**config.mk**
```make
export PLATFORM = sky130hd
export DESIGN_NAME = cfc_filter_ctrl
export DESIGN_NICKNAME = d
export VERILOG_FILES = /design/src/cfc_pkg.sv /design/src/cfc_filter_ctrl.sv
export VERILOG_INCLUDE_DIRS = /design/src
export SDC_FILE = /design/constraint.sdc
export NUM_CORES = 1
export LEC_CHECK = 0
export ABC_AREA = 1
export BUFFER_PORTS_ARGS = -buffer_cell sky130_fd_sc_hd__buf_2
export CORE_MARGIN = 2
export CORE_UTILIZATION = 54
export CTS_BUF_LIST = sky130_fd_sc_hd__clkbuf_2
export CTS_CLUSTER_DIAMETER = 200
export DETAILED_ROUTE_END_ITERATION = 10
export GPL_TIMING_DRIVEN = 0
export PLACE_DENSITY_LB_ADDON = 0.08
export SLEW_MARGIN = 40
export SYNTH_ARGS = -nofsm -noshare
export SYNTH_HDL_FRONTEND = slang
export SYNTH_SLANG_ARGS = --single-unit
```
**constraint.sdc**
```tcl
create_clock -name clk -period 2.6 [get_ports clk]
set_clock_uncertainty 0.05 [all_clocks]
set_input_delay 0.39 -clock clk [delete_from_list [all_inputs] [get_ports clk]]
set_output_delay 0.39 -clock clk [all_outputs]
set_load 0.02 [all_outputs]
```
**src/cfc_params.svh**
```systemverilog
`ifndef CFC_PARAMS_SVH
`define CFC_PARAMS_SVH

// Register index of the filter control word
`define CFC_OFS_CONTROL 4'h0
// Register index of the read-only status word
`define CFC_OFS_STATUS 4'h1
// Field positions inside one byte slot
`define CFC_BIT_ON 7
`define CFC_MASK_HI 6
`define CFC_MASK_LO 5
`define CFC_FIFO_HI 4
`define CFC_FIFO_LO 0
// Reset value of the control word
`define CFC_CONTROL_RST 32'h00000000

`endif

```
**src/cfc_pkg.sv**
```systemverilog
package cfc_pkg;

  // One filter slot, enable bit first
  typedef struct packed {
    logic on;
    logic [1:0] mask;
    logic [4:0] fifo;
  } cfc_slot_t;

  // Whole control word, slot 3 at the top byte
  typedef struct packed {
    cfc_slot_t [3:0] slot;
  } cfc_word_t;

  // Decoded view of one filter for the matcher
  typedef struct packed {
    logic on;
    logic [3:0] mask_hot;
    logic [4:0] fifo;
  } cfc_sel_t;

  // Module state
  typedef struct packed {
    cfc_word_t ctrl;
    logic [31:0] rdata;
    logic [3:0] blocked;
  } cfc_state_t;

endpackage : cfc_pkg

```
**src/cfc_filter_ctrl.sv**
```systemverilog
// Decided for this implementation: the register offsets and the plain strobed port.
`timescale 1ns/1ps
`include "cfc_params.svh"
// How it works
// - Slot top bit enables the filter; clear means the filter is ignored.
// - Two mask bits pick acceptance mask 0 to 3 by value.
// - Five fifo bits pick receive FIFO 0 to 31 by value.
// - Writes to a slot are ignored while its enable bit is one.
// - Slots top at bits 31, 23, 15, 7: enable, mask, fifo order.
module cfc_filter_ctrl
  import cfc_pkg::*;
(
  input wire logic clk,
  input wire logic nrst,
  input wire logic [3:0] addr,
  input wire logic [31:0] wdata,
  input wire logic wr,
  input wire logic rd,
  output logic [31:0] rdata,
  output cfc_sel_t [3:0] filter_sel
);

  cfc_state_t s_q;
  cfc_state_t s_d;

  // Mask value to one-hot choice of four masks
  function automatic logic [3:0] mask_decode(input logic [1:0] m);
    logic [3:0] r;
    r = 4'h0;
    r[m] = 1'b1;
    return r;
  endfunction : mask_decode

  // Next-state logic
  always_comb begin
    cfc_slot_t nw;
    nw = '0;
    s_d = s_q;
    s_d.rdata = 32'h00000000;
    s_d.blocked = 4'h0;
    if (wr && addr == `CFC_OFS_CONTROL) begin
      for (int i = 0; i < 4; i++) begin
        nw = wdata[i*8 +: 8];
        if (s_q.ctrl.slot[i].on) begin
          s_d.blocked[i] = 1'b1;
        end else begin
          s_d.ctrl.slot[i] = nw;
        end
      end
    end
    if (rd) begin
      if (addr == `CFC_OFS_CONTROL) begin
        s_d.rdata = s_q.ctrl;
      end else if (addr == `CFC_OFS_STATUS) begin
        s_d.rdata = {28'h0000000, s_q.blocked};
      end else begin
        s_d.rdata = 32'h00000000;
      end
    end
    if (!rd) begin
      s_d.rdata = 32'h00000000;
    end
    if (!(wr && addr == `CFC_OFS_CONTROL)) begin
      s_d.blocked = s_q.blocked;
    end
  end

  // State register
  always_ff @(posedge clk) begin
    if (!nrst) begin
      s_q.ctrl <= `CFC_CONTROL_RST;
      s_q.rdata <= 32'h00000000;
      s_q.blocked <= 4'h0;
    end else begin
      s_q <= s_d;
    end
  end

  assign rdata = s_q.rdata;

  // Per-filter view for the matcher
  always_comb begin
    for (int i = 0; i < 4; i++) begin
      filter_sel[i].on = s_q.ctrl.slot[i].on;
      filter_sel[i].mask_hot = s_q.ctrl.slot[i].on ? mask_decode(s_q.ctrl.slot[i].mask) : 4'h0;
      filter_sel[i].fifo = s_q.ctrl.slot[i].fifo;
    end
  end

  a_locked_slot: assert property (@(posedge clk) disable iff (!nrst)
    (wr && addr == `CFC_OFS_CONTROL && s_q.ctrl.slot[3].on) |=> $stable(s_q.ctrl.slot[3]))
    else $error("slot 3 changed while enabled");
  a_free_slot: assert property (@(posedge clk) disable iff (!nrst)
    (wr && addr == `CFC_OFS_CONTROL && !s_q.ctrl.slot[0].on) |=> s_q.ctrl.slot[0] == $past(wdata[7:0]))
    else $error("slot 0 write lost");
  a_top_slot: assert property (@(posedge clk) disable iff (!nrst)
    (wr && addr == `CFC_OFS_CONTROL && !s_q.ctrl.slot[3].on) |=> filter_sel[3].on == $past(wdata[31]))
    else $error("enable bit misplaced");
  a_mask_pick: assert property (@(posedge clk) disable iff (!nrst)
    filter_sel[2].on |-> filter_sel[2].mask_hot == (4'h1 << s_q.ctrl.slot[2].mask))
    else $error("mask choice wrong");
  a_fifo_pick: assert property (@(posedge clk) disable iff (!nrst)
    (wr && addr == `CFC_OFS_CONTROL && !s_q.ctrl.slot[1].on) |=> filter_sel[1].fifo == $past(wdata[12:8]))
    else $error("fifo choice wrong");
  a_reset_clear: assert property (@(posedge clk) !nrst |=> s_q.ctrl == 32'h00000000)
    else $error("control not cleared by reset");
  a_read_back: assert property (@(posedge clk) disable iff (!nrst)
    (rd && addr == `CFC_OFS_CONTROL) |=> rdata == $past(s_q.ctrl))
    else $error("read data wrong");
  a_idle_read: assert property (@(posedge clk) disable iff (!nrst)
    !rd |=> rdata == 32'h00000000)
    else $error("read data without strobe");

  // Locked slots keep their byte whatever the write carries
  a_lock_slot0: assert property (@(posedge clk) disable iff (!nrst)
    (wr && addr == `CFC_OFS_CONTROL && s_q.ctrl.slot[0].on)
    |=> $stable(s_q.ctrl.slot[0]))
    else $error("slot 0 changed while enabled");
  a_lock_slot1: assert property (@(posedge clk) disable iff (!nrst)
    (wr && addr == `CFC_OFS_CONTROL && s_q.ctrl.slot[1].on)
    |=> $stable(s_q.ctrl.slot[1]))
    else $error("slot 1 changed while enabled");
  a_lock_slot2: assert property (@(posedge clk) disable iff (!nrst)
    (wr && addr == `CFC_OFS_CONTROL && s_q.ctrl.slot[2].on)
    |=> $stable(s_q.ctrl.slot[2]))
    else $error("slot 2 changed while enabled");

  // Free slots take their own byte of the write
  a_free_slot1: assert property (@(posedge clk) disable iff (!nrst)
    (wr && addr == `CFC_OFS_CONTROL && !s_q.ctrl.slot[1].on)
    |=> s_q.ctrl.slot[1] == $past(wdata[15:8]))
    else $error("slot 1 write lost");
  a_free_slot2: assert property (@(posedge clk) disable iff (!nrst)
    (wr && addr == `CFC_OFS_CONTROL && !s_q.ctrl.slot[2].on)
    |=> s_q.ctrl.slot[2] == $past(wdata[23:16]))
    else $error("slot 2 write lost");
  a_free_slot3: assert property (@(posedge clk) disable iff (!nrst)
    (wr && addr == `CFC_OFS_CONTROL && !s_q.ctrl.slot[3].on)
    |=> s_q.ctrl.slot[3] == $past(wdata[31:24]))
    else $error("slot 3 write lost");

  // Enable sits at the top bit of each byte
  a_on_slot0: assert property (@(posedge clk) disable iff (!nrst)
    (wr && addr == `CFC_OFS_CONTROL && !s_q.ctrl.slot[0].on)
    |=> filter_sel[0].on == $past(wdata[7]))
    else $error("slot 0 enable misplaced");
  a_on_slot1: assert property (@(posedge clk) disable iff (!nrst)
    (wr && addr == `CFC_OFS_CONTROL && !s_q.ctrl.slot[1].on)
    |=> filter_sel[1].on == $past(wdata[15]))
    else $error("slot 1 enable misplaced");
  a_on_slot2: assert property (@(posedge clk) disable iff (!nrst)
    (wr && addr == `CFC_OFS_CONTROL && !s_q.ctrl.slot[2].on)
    |=> filter_sel[2].on == $past(wdata[23]))
    else $error("slot 2 enable misplaced");

  // Each mask code picks its own mask
  a_mask_code0: assert property (@(posedge clk) disable iff (!nrst)
    (filter_sel[0].on && s_q.ctrl.slot[0].mask == 2'h0)
    |-> filter_sel[0].mask_hot == 4'h1)
    else $error("mask code 0 wrong");
  a_mask_code3: assert property (@(posedge clk) disable iff (!nrst)
    (filter_sel[1].on && s_q.ctrl.slot[1].mask == 2'h3)
    |-> filter_sel[1].mask_hot == 4'h8)
    else $error("mask code 3 wrong");
  a_mask_code1: assert property (@(posedge clk) disable iff (!nrst)
    (filter_sel[2].on && s_q.ctrl.slot[2].mask == 2'h1)
    |-> filter_sel[2].mask_hot == 4'h2)
    else $error("mask code 1 wrong");
  a_mask_code2: assert property (@(posedge clk) disable iff (!nrst)
    (filter_sel[3].on && s_q.ctrl.slot[3].mask == 2'h2)
    |-> filter_sel[3].mask_hot == 4'h4)
    else $error("mask code 2 wrong");

  // A filter that is off selects no mask at all
  a_off_slot0: assert property (@(posedge clk) disable iff (!nrst)
    !filter_sel[0].on
    |-> filter_sel[0].mask_hot == 4'h0)
    else $error("slot 0 off but mask chosen");
  a_off_slot1: assert property (@(posedge clk) disable iff (!nrst)
    !filter_sel[1].on
    |-> filter_sel[1].mask_hot == 4'h0)
    else $error("slot 1 off but mask chosen");
  a_off_slot2: assert property (@(posedge clk) disable iff (!nrst)
    !filter_sel[2].on
    |-> filter_sel[2].mask_hot == 4'h0)
    else $error("slot 2 off but mask chosen");
  a_off_slot3: assert property (@(posedge clk) disable iff (!nrst)
    !filter_sel[3].on
    |-> filter_sel[3].mask_hot == 4'h0)
    else $error("slot 3 off but mask chosen");

  // Disabling write leaves the view without a mask
  a_dis_slot0: assert property (@(posedge clk) disable iff (!nrst)
    (wr && addr == `CFC_OFS_CONTROL && !s_q.ctrl.slot[0].on && !wdata[7])
    |=> filter_sel[0].mask_hot == 4'h0)
    else $error("slot 0 disable write wrong");
  a_dis_slot1: assert property (@(posedge clk) disable iff (!nrst)
    (wr && addr == `CFC_OFS_CONTROL && !s_q.ctrl.slot[1].on && !wdata[15])
    |=> filter_sel[1].mask_hot == 4'h0)
    else $error("slot 1 disable write wrong");
  a_dis_slot2: assert property (@(posedge clk) disable iff (!nrst)
    (wr && addr == `CFC_OFS_CONTROL && !s_q.ctrl.slot[2].on && !wdata[23])
    |=> filter_sel[2].mask_hot == 4'h0)
    else $error("slot 2 disable write wrong");
  a_dis_slot3: assert property (@(posedge clk) disable iff (!nrst)
    (wr && addr == `CFC_OFS_CONTROL && !s_q.ctrl.slot[3].on && !wdata[31])
    |=> filter_sel[3].mask_hot == 4'h0)
    else $error("slot 3 disable write wrong");

  // Fifo field lands at the low five bits of each byte
  a_fifo_slot0: assert property (@(posedge clk) disable iff (!nrst)
    (wr && addr == `CFC_OFS_CONTROL && !s_q.ctrl.slot[0].on)
    |=> filter_sel[0].fifo == $past(wdata[4:0]))
    else $error("slot 0 fifo wrong");
  a_fifo_slot2: assert property (@(posedge clk) disable iff (!nrst)
    (wr && addr == `CFC_OFS_CONTROL && !s_q.ctrl.slot[2].on)
    |=> filter_sel[2].fifo == $past(wdata[20:16]))
    else $error("slot 2 fifo wrong");
  a_fifo_slot3: assert property (@(posedge clk) disable iff (!nrst)
    (wr && addr == `CFC_OFS_CONTROL && !s_q.ctrl.slot[3].on)
    |=> filter_sel[3].fifo == $past(wdata[28:24]))
    else $error("slot 3 fifo wrong");

  // Status flags a refused slot on every control write
  a_refuse_flag0: assert property (@(posedge clk) disable iff (!nrst)
    (wr && addr == `CFC_OFS_CONTROL && s_q.ctrl.slot[0].on)
    |=> s_q.blocked[0])
    else $error("slot 0 refusal not flagged");
  a_refuse_flag1: assert property (@(posedge clk) disable iff (!nrst)
    (wr && addr == `CFC_OFS_CONTROL && s_q.ctrl.slot[1].on)
    |=> s_q.blocked[1])
    else $error("slot 1 refusal not flagged");
  a_refuse_flag2: assert property (@(posedge clk) disable iff (!nrst)
    (wr && addr == `CFC_OFS_CONTROL && s_q.ctrl.slot[2].on)
    |=> s_q.blocked[2])
    else $error("slot 2 refusal not flagged");
  a_refuse_flag3: assert property (@(posedge clk) disable iff (!nrst)
    (wr && addr == `CFC_OFS_CONTROL && s_q.ctrl.slot[3].on)
    |=> s_q.blocked[3])
    else $error("slot 3 refusal not flagged");

  // Accepted slots clear their status flag
  a_accept_flag0: assert property (@(posedge clk) disable iff (!nrst)
    (wr && addr == `CFC_OFS_CONTROL && !s_q.ctrl.slot[0].on)
    |=> !s_q.blocked[0])
    else $error("slot 0 flag stuck");
  a_accept_flag1: assert property (@(posedge clk) disable iff (!nrst)
    (wr && addr == `CFC_OFS_CONTROL && !s_q.ctrl.slot[1].on)
    |=> !s_q.blocked[1])
    else $error("slot 1 flag stuck");
  a_accept_flag2: assert property (@(posedge clk) disable iff (!nrst)
    (wr && addr == `CFC_OFS_CONTROL && !s_q.ctrl.slot[2].on)
    |=> !s_q.blocked[2])
    else $error("slot 2 flag stuck");
  a_accept_flag3: assert property (@(posedge clk) disable iff (!nrst)
    (wr && addr == `CFC_OFS_CONTROL && !s_q.ctrl.slot[3].on)
    |=> !s_q.blocked[3])
    else $error("slot 3 flag stuck");

  // Status holds between control writes
  a_flag_hold: assert property (@(posedge clk) disable iff (!nrst)
    !(wr && addr == `CFC_OFS_CONTROL)
    |=> $stable(s_q.blocked))
    else $error("status changed without write");

  // Reset also clears status and read data
  a_reset_flags: assert property (@(posedge clk)
    !nrst
    |=> s_q.blocked == 4'h0)
    else $error("status not cleared by reset");
  a_reset_rdata: assert property (@(posedge clk)
    !nrst
    |=> rdata == 32'h00000000)
    else $error("read data not cleared by reset");

  // Status and unmapped reads
  a_status_read: assert property (@(posedge clk) disable iff (!nrst)
    (rd && addr == `CFC_OFS_STATUS)
    |=> rdata == {28'h0000000, $past(s_q.blocked)})
    else $error("status read wrong");
  a_unmapped_read: assert property (@(posedge clk) disable iff (!nrst)
    (rd && addr != `CFC_OFS_CONTROL && addr != `CFC_OFS_STATUS)
    |=> rdata == 32'h00000000)
    else $error("unmapped read not zero");

endmodule : cfc_filter_ctrl

```
After elaboration in Yosys (flattened, before gate mapping)
Cells that the tools add are included.
- magnitude comparators: 8
- equal/unequal tests: 1
- multiplexer cells: 22
- bitwise gates (word level): 4
- reduce and logical (&&, ||, !) cells: 11
- operator list (kind ; count):
    $mux W32 ; 1
    $mux W8 ; 4
    $mux W4 ; 5
    $lt A2 B3 Y1 const B ; 4
    $reduce_and A2 Y1 ; 5
    $demux W1 S2 ; 4
    $ge A2 B1 Y1 const B ; 4
    $mux W1 ; 8
    $logic_and A1 B1 Y1 ; 5
    $eq A4 B1 Y1 const B ; 1
    $logic_not A4 Y1 ; 1
    $not A1 Y1 ; 4
- bits in registers: 68
- input bits: 40
- output and inout bits: 72
- word-level logic and storage cells: 60

Logic depth before layout (Yosys ltp)
Gate-level depths: netlist (run 1).
- depth in word-level cells: 5
- gate-level depth with buffers: 6
- mapped depth without buffers: 5

Worst setup path after synthesis (run 1)
No wires, ideal clock.
- path kind: reg-to-output
- start: register s_q (netlist bit filter_sel[29])
- end: output port filter_sel[28] (netlist name)
- arrival: 0.939 ns
- data required time: 2.160 ns
- path slack: 1.221 ns
- cell stages (with the launch flop): 3
- path buffers: 0
- cell sequence: dfxtp_1 inv_1 nor3_1
- RTL lines (item ; line ; source):
    start, declared ; cfc_filter_ctrl.sv:23 ; cfc_state_t s_q;
    end, declared ; cfc_filter_ctrl.sv:20 ; output cfc_sel_t [3:0] filter_sel

==> results of run 1 <==
## registers in the layout, indices dropped and copies added (netlist names)
signal / count
filter_sel: 24
rdata: 32
s_q: 12
## area by class of cell
type | count | share of cell area
tap | 70 | 0.0246
clock inverter | 2 | 0.00211
multi-input combinational | 192 | 0.242
sequential | 68 | 0.382
timing repair buffer | 110 | 0.155
buffer | 67 | 0.141
clock buffer | 9 | 0.0126
inverter | 39 | 0.0411
## worst register-to-register path, cell delays in order, from the launching register on
cell and delay, ns:
dfxtp_1 0.35, inv_1 0.21, nand4_4 0.19, buf_6 0.20, nor2_1 0.09, nor2_1 0.06
## routing by layer
layer  global-route usage  vias to the layer above
li1                     -                     1281
met2                0.343                       77
met3               0.0541                       12
met5                    0                        -
met4               0.0982                        0
met1                0.241                     1038
## cell usage after synthesis, drive strengths merged
master	n
a21oi	8
buf	64
nand4	4
nand3	2
clkbuf	3
nor2	88
dfxtp	68
nor3	16
nand2	69
inv	39
o21ai	4
nand3b	1
## worst paths after layout
kind,to,slack [ns],startpoint,cells after the start
max,filter_sel[28],0.80,filter_sel[29]$_SDFFE_PN0P_,3
min,filter_sel[12]$_SDFFE_PN0P_,0.09,wdata[10],3
max reg2reg,s_q[41]$_SDFFE_PN0P_,1.38,filter_sel[9]$_SDFFE_PN0P_,5
min reg2reg,rdata[11]$_SDFF_PN0_,0.40,filter_sel[13]$_SDFFE_PN0P_,2
## kinds of logic after synthesis
group	after synthesis
compound gates	12
simple gates	180
buf+inv	106
flops	68
## power breakdown
part           total [mW]  internal, mW  switching, mW
combinational       0.128        0.0542         0.0733
clock               0.414        0.0949          0.319
sequential           1.06          1.05        0.00615
==> results.json, run 1 <==
{
  "outcome": "complete, no violations",
  "syn-cell-area_mm2": 0.00287,
  "cts_made_buffers": 9,
  "synth_mux_area_frac": 0,
  "hold_viol": 0,
  "grt_pass1_vias": 2182,
  "max_freq_ghz": 0.557,
  "setup_viol": 0,
  "cp_data_required_time_ns": 2.16,
  "final_common_cell": "buf_2",
  "synth_compound_area_frac": 0.0209,
  "via_count": 2408,
  "cts_tree": "built",
  "antenna_found_initial": 0,
  "wire_per_inst_um": 10.2,
  "die_area_mm2": 0.00592,
  "synth_xor_area_frac": 0,
  "yosys_warnings": 0,
  "grtUsageTotal": 0.204,
  "worstSkewPairLatency_ns": 0.46,
  "peakVddDrop_mv": 0.336,
  "drt-met1-wl_mm": 2.52,
  "ant_nets": 0,
  "rsz0062_at_grt": "no",
  "cap_violations": 0,
  "dpl.hpwl_mm": 4.25,
  "hold_path_class": "primary input to register",
  "drive_gt1_frac": 0.396,
  "drt_first_pass_iters": 4,
  "ctsHoldBuffers": 0,
  "top_layer": "met4",
  "final_cell_mix": "112 x buf_2, 86 x nor2_1, 68 x dfxtp_1",
  "initial_utilization": 0.562,
  "slowest_delay_ns": 0.35,
  "period_share": 0.691,
  "clockBufferDepth": 2,
  "crit_family": "flip-flops",
  "yosysSeqAreaShare": 0.474,
  "ctsResizeCount": 0,
  "relSlewSlack": 0.671,
  "setup_ws_ns": 0.804,
  "synthAdderAreaFrac": 0,
  "cts-root-buf": "clkbuf_2",
  "post-route-cell-area_mm2": 0.00356,
  "placed_area_mm2": 0.00351,
  "end_kind": "output pin",
  "netlist_instances": 366,
  "cts_setup_buffers": 0,
  "period_minus_slack_ns": 1.80,
  "power_mw": 1.60,
  "final_cells": 557,
  "area_growth_pct": 24.1,
  "dp.cells": 546,
  "die_w_um": 76.9,
  "num-fill-cells": 449,
  "slowest_stage": "dfxtp_1",
  "cp_data_arrival_time_ns": 1.36,
  "worst_pin_slew_ns": 0.493,
  "critical_path_class": "register to output pin",
  "synth_top_area_frac": 0.474,
  "core_area_mm2": 0.00511,
  "viasPerCell": 4.32,
  "finalWeightedCongestion": 0.788,
  "cp_num_buf_inv": 2,
  "crit_path_cell_trace": "inv_1, nor3_1, buf_2",
  "clk_pin_slew_ns": 0.16,
  "synth_top_area_cell": "dfxtp_1",
  "crit_path_start_kind": "register",
  "slew_violations": 0,
  "yosysUniqueCellTypes": 16,
  "post-place-ws_ns": 1.02,
  "fp.dieH_um": 76.9,
  "ios": 112,
  "grt_overflow": 0,
  "power_density_mw_per_mm2": 450,
  "critPathMaxFanout": 7,
  "synth_area_per_cell_um2": 7.85,
  "htree_num_levels": 3,
  "n_antenna_cell": 0,
  "register_area_mm2": 0.00136,
  "multi_input_area_um2": 862,
  "remaining_drc_errors": 0,
  "ys_ff_latch": 68,
  "layout.nets": 527,
  "whs_ns": 0.0885,
  "fp-row-count": 26,
  "cts_num_sinks": 68,
  "grt_max_degree": 11,
  "leakage_nw": 2.00,
  "wl_met3_um": 389,
  "drt-initial-drc-count": 83,
  "drt_wl_total_mm": 5.71,
  "grt_pass1_wl_mm": 9.47,
  "wl_met2_mm": 2.67,
  "syn-num-nets": 406,
  "fin_util": 0.697,
  "tns_ns": 0,
  "synth_top_family_by_area": "simple AND/OR/NAND/NOR gates",
  "yosys-top-cells-area": "dfxtp_1 47%, buf_4 15%, nor2_1 11%",
  "synth_simple_gate_area_frac": 0.279,
  "io_buffers": 110
}
Note: power is estimated with default switching activity, not from simulation.
==> inputs of run 2 (changes only) <==
--- a/config.mk
+++ b/config.mk
@@ -9,7 +9,7 @@
 export ABC_AREA = 1
 export BUFFER_PORTS_ARGS = -buffer_cell sky130_fd_sc_hd__buf_2
 export CORE_MARGIN = 2
-export CORE_UTILIZATION = 54
+export CORE_UTILIZATION = 45
 export CTS_BUF_LIST = sky130_fd_sc_hd__clkbuf_2
 export CTS_CLUSTER_DIAMETER = 200
 export DETAILED_ROUTE_END_ITERATION = 10
==> constraint.sdc (replaced) <==
create_clock -name clk -period 1.5 [get_ports clk]
set_clock_uncertainty 0.05 [all_clocks]
set_input_delay 0.225 -clock clk [delete_from_list [all_inputs] [get_ports clk]]
set_output_delay 0.225 -clock clk [all_outputs]
set_load 0.02 [all_outputs]
==> run 2 against run 1 <==
Effect of this change:
- the run now ends with negative setup slack left
- worst hold slack got worse by 0.035 ns
- combinational power rose by 150%
- utilization fell by 0.46 points
- sequential power rose by 74%
- routed wire length rose by 24%
- largest power group unchanged
==> results.json, run 2 (synthesized netlist as in run 1, its figures left out) <==
{
  "outcome": "finished with violations",
  "violations": "negative setup slack",
  "drive_gt1_frac": 0.472,
  "hold_viol": 0,
  "wire_per_inst_um": 11.4,
  "cts-root-buf": "clkbuf_2",
  "antenna_found_initial": 0,
  "finalWeightedCongestion": 0.718,
  "die_area_mm2": 0.00704,
  "critPathMaxFanout": 4,
  "max_freq_ghz": 0.642,
  "slew_violations": 0,
  "crit_path_start_kind": "register",
  "final_cell_mix": "94 x buf_2, 86 x nor2_1, 84 x buf_4",
  "grt_pass1_wl_mm": 11.6,
  "layout.nets": 577,
  "ant_nets": 0,
  "combinationalPowerShare": 0.094,
  "core_area_mm2": 0.00628,
  "peakVddDrop_mv": 0.734,
  "period_minus_slack_ns": 1.56,
  "setup_ws_ns": -0.0575,
  "critical_path_class": "register to output pin",
  "setup_viol": 14,
  "top_layer": "met4",
  "worstReg2RegEnd": "s_q[41]$_SDFFE_PN0P_",
  "ios": 112,
  "grt_max_degree": 12,
  "power_mw": 3.33,
  "fp.dieH_um": 83.9,
  "cts_tree": "built",
  "period_share": 1.04,
  "cts_made_buffers": 9,
  "remaining_drc_errors": 0,
  "clockBufferDepth": 2,
  "leakage_nw": 2.33,
  "wl_met2_mm": 3.54,
  "io_buffers": 110,
  "drt-initial-drc-count": 70,
  "grtUsageTotal": 0.207,
  "r2r_setup_slack_ns": 0.16,
  "slowest_stage": "dfxtp_4",
  "cp_num_buf_inv": 2,
  "r2r-start": "filter_sel[9]$_SDFFE_PN0P_",
  "top_register": "rdata",
  "largest_register_ffs": 32,
  "hold_depth": 5,
  "register_area_mm2": 0.00139,
  "via_count": 2659,
  "worstSkewPairLatency_ns": 0.48,
  "dpl.hpwl_mm": 4.34,
  "die_w_um": 83.9,
  "grt_pass1_vias": 2548,
  "clkPwrFrac": 0.354,
  "cts_num_sinks": 68,
  "whs_ns": 0.0538,
  "cap_violations": 0,
  "clk_pin_slew_ns": 0.18,
  "relSlewSlack": 0.646,
  "num-fill-cells": 549,
  "end_kind": "output pin",
  "drt-met1-wl_mm": 3.00,
  "slowest_delay_ns": 0.41,
  "crit_family": "flip-flops",
  "wl_met3_um": 384,
  "fp-row-count": 29,
  "p_switching_uw": 802,
  "rsz0062_at_grt": "yes",
  "drt_first_pass_iters": 4,
  "initial_utilization": 0.457,
  "power_switching_share": 0.241,
  "grt_overflow": 0,
  "cell_internal_pwr_mw": 2.53,
  "multi_input_area_um2": 980,
  "r2r_cells": 7,
  "seq_power_share": 0.551,
  "cp_data_arrival_time_ns": 1.28,
  "min_to": "rdata[2]$_SDFF_PN0_",
  "viasPerCell": 4.30,
  "min_from": "rd",
  "fin_util": 0.693,
  "htree_num_levels": 3,
  "final_common_cell": "buf_2",
  "drt_wl_total_mm": 7.06,
  "area_growth_pct": 51.5,
  "power_density_mw_per_mm2": 766,
  "n_antenna_cell": 0,
  "worst_pin_slew_ns": 0.531,
  "crit_path_cell_trace": "inv_4, nor3_4, buf_6",
  "hold_path_class": "primary input to register",
  "cp_data_required_time_ns": 1.22
}
## run 2: changes by cell type in the layout (fill, tap and decap cells not counted), moves of 7 or more
cell and change:
nor3_1 -16, inv_4 +7, dfxtp_1 -12, buf_4 +26, buf_2 -18, nor3_2 +10, buf_6 +9, dlygate4sd3_1 +33
inv_1 -12
## run 2: worst min-delay path, cell delays in order
cell	delay, ns
buf_2	0.09
nand2_1	0.06
inv_1	0.08
nand2_1	0.06
o21ai_0	0.06
## run 2: final cells by class
cell class | instances | area share
Multi-Input combinational cell | 192 | 0.225
Inverter | 39 | 0.0377
Sequential cell | 68 | 0.320
Timing Repair Buffer | 160 | 0.250
Tap cell | 77 | 0.0222
Clock buffer | 10 | 0.0115
Clock inverter | 6 | 0.0181
Buffer | 67 | 0.115
## run 2: how the worst max path moves through the flow
stage | start | end | slack (ns) | depth (start not counted)
after global placement | addr[3] | rdata[11]$_SDFF_PN0_ | 0.08 | 5
final | s_q[50]$_SDFFE_PN0P_ | filter_sel[17] | -0.06 | 3
after floorplan | filter_sel[29]$_SDFFE_PN0P_ | filter_sel[28] | 0.29 | 2
after global routing | s_q[49]$_SDFFE_PN0P_ | filter_sel[18] | -0.13 | 3
after CTS | s_q[49]$_SDFFE_PN0P_ | filter_sel[16] | -0.12 | 3
after detailed placement | addr[3] | rdata[12]$_SDFF_PN0_ | 0.03 | 5
## run 2: power groups by stage
stage               registers [mW]  logic (mW)  clock network, mW
floorplan                     1.88       0.129                  0
global placement              1.88       0.222                  0
detailed placement            1.88       0.225                  0
CTS                           1.84       0.304               1.21
global route                  1.84       0.347               1.30
finish                        1.84       0.315               1.18
## run 2: timing repair
item / CTS / global route
pin swaps: 8 / 11
buffers inserted: 11 / 6
gates resized for setup: 57 / 29
endpoints found under the hold margin: 34 / 0
gates cloned: 0 / 0
endpoints found under the setup margin: 16 / 16
hold buffers: 33 / 0
## run 2: metal layers
layer | up-vias | GRT usage
li1 | 1387 | -
met4 | 0 | 0.0836
met2 | 79 | 0.369
met5 | - | 0
met3 | 13 | 0.0445
met1 | 1180 | 0.241
## run 2: per-stage QoR
step / TNS, ns / setup WS, ns / instance area (µm²) / std cells
6_report: -0.340 / -0.0575 / 4350 / 619
3_5_place_dp: 0 / 0.0268 / 3520 / 553
3_3_place_gp: 0 / 0.0786 / 3520 / 553
5_1_grt: -1.88 / -0.135 / 4350 / 619
2_1_floorplan: 0 / 0.286 / 2870 / 366
4_1_cts: -0.643 / -0.119 / 4200 / 613
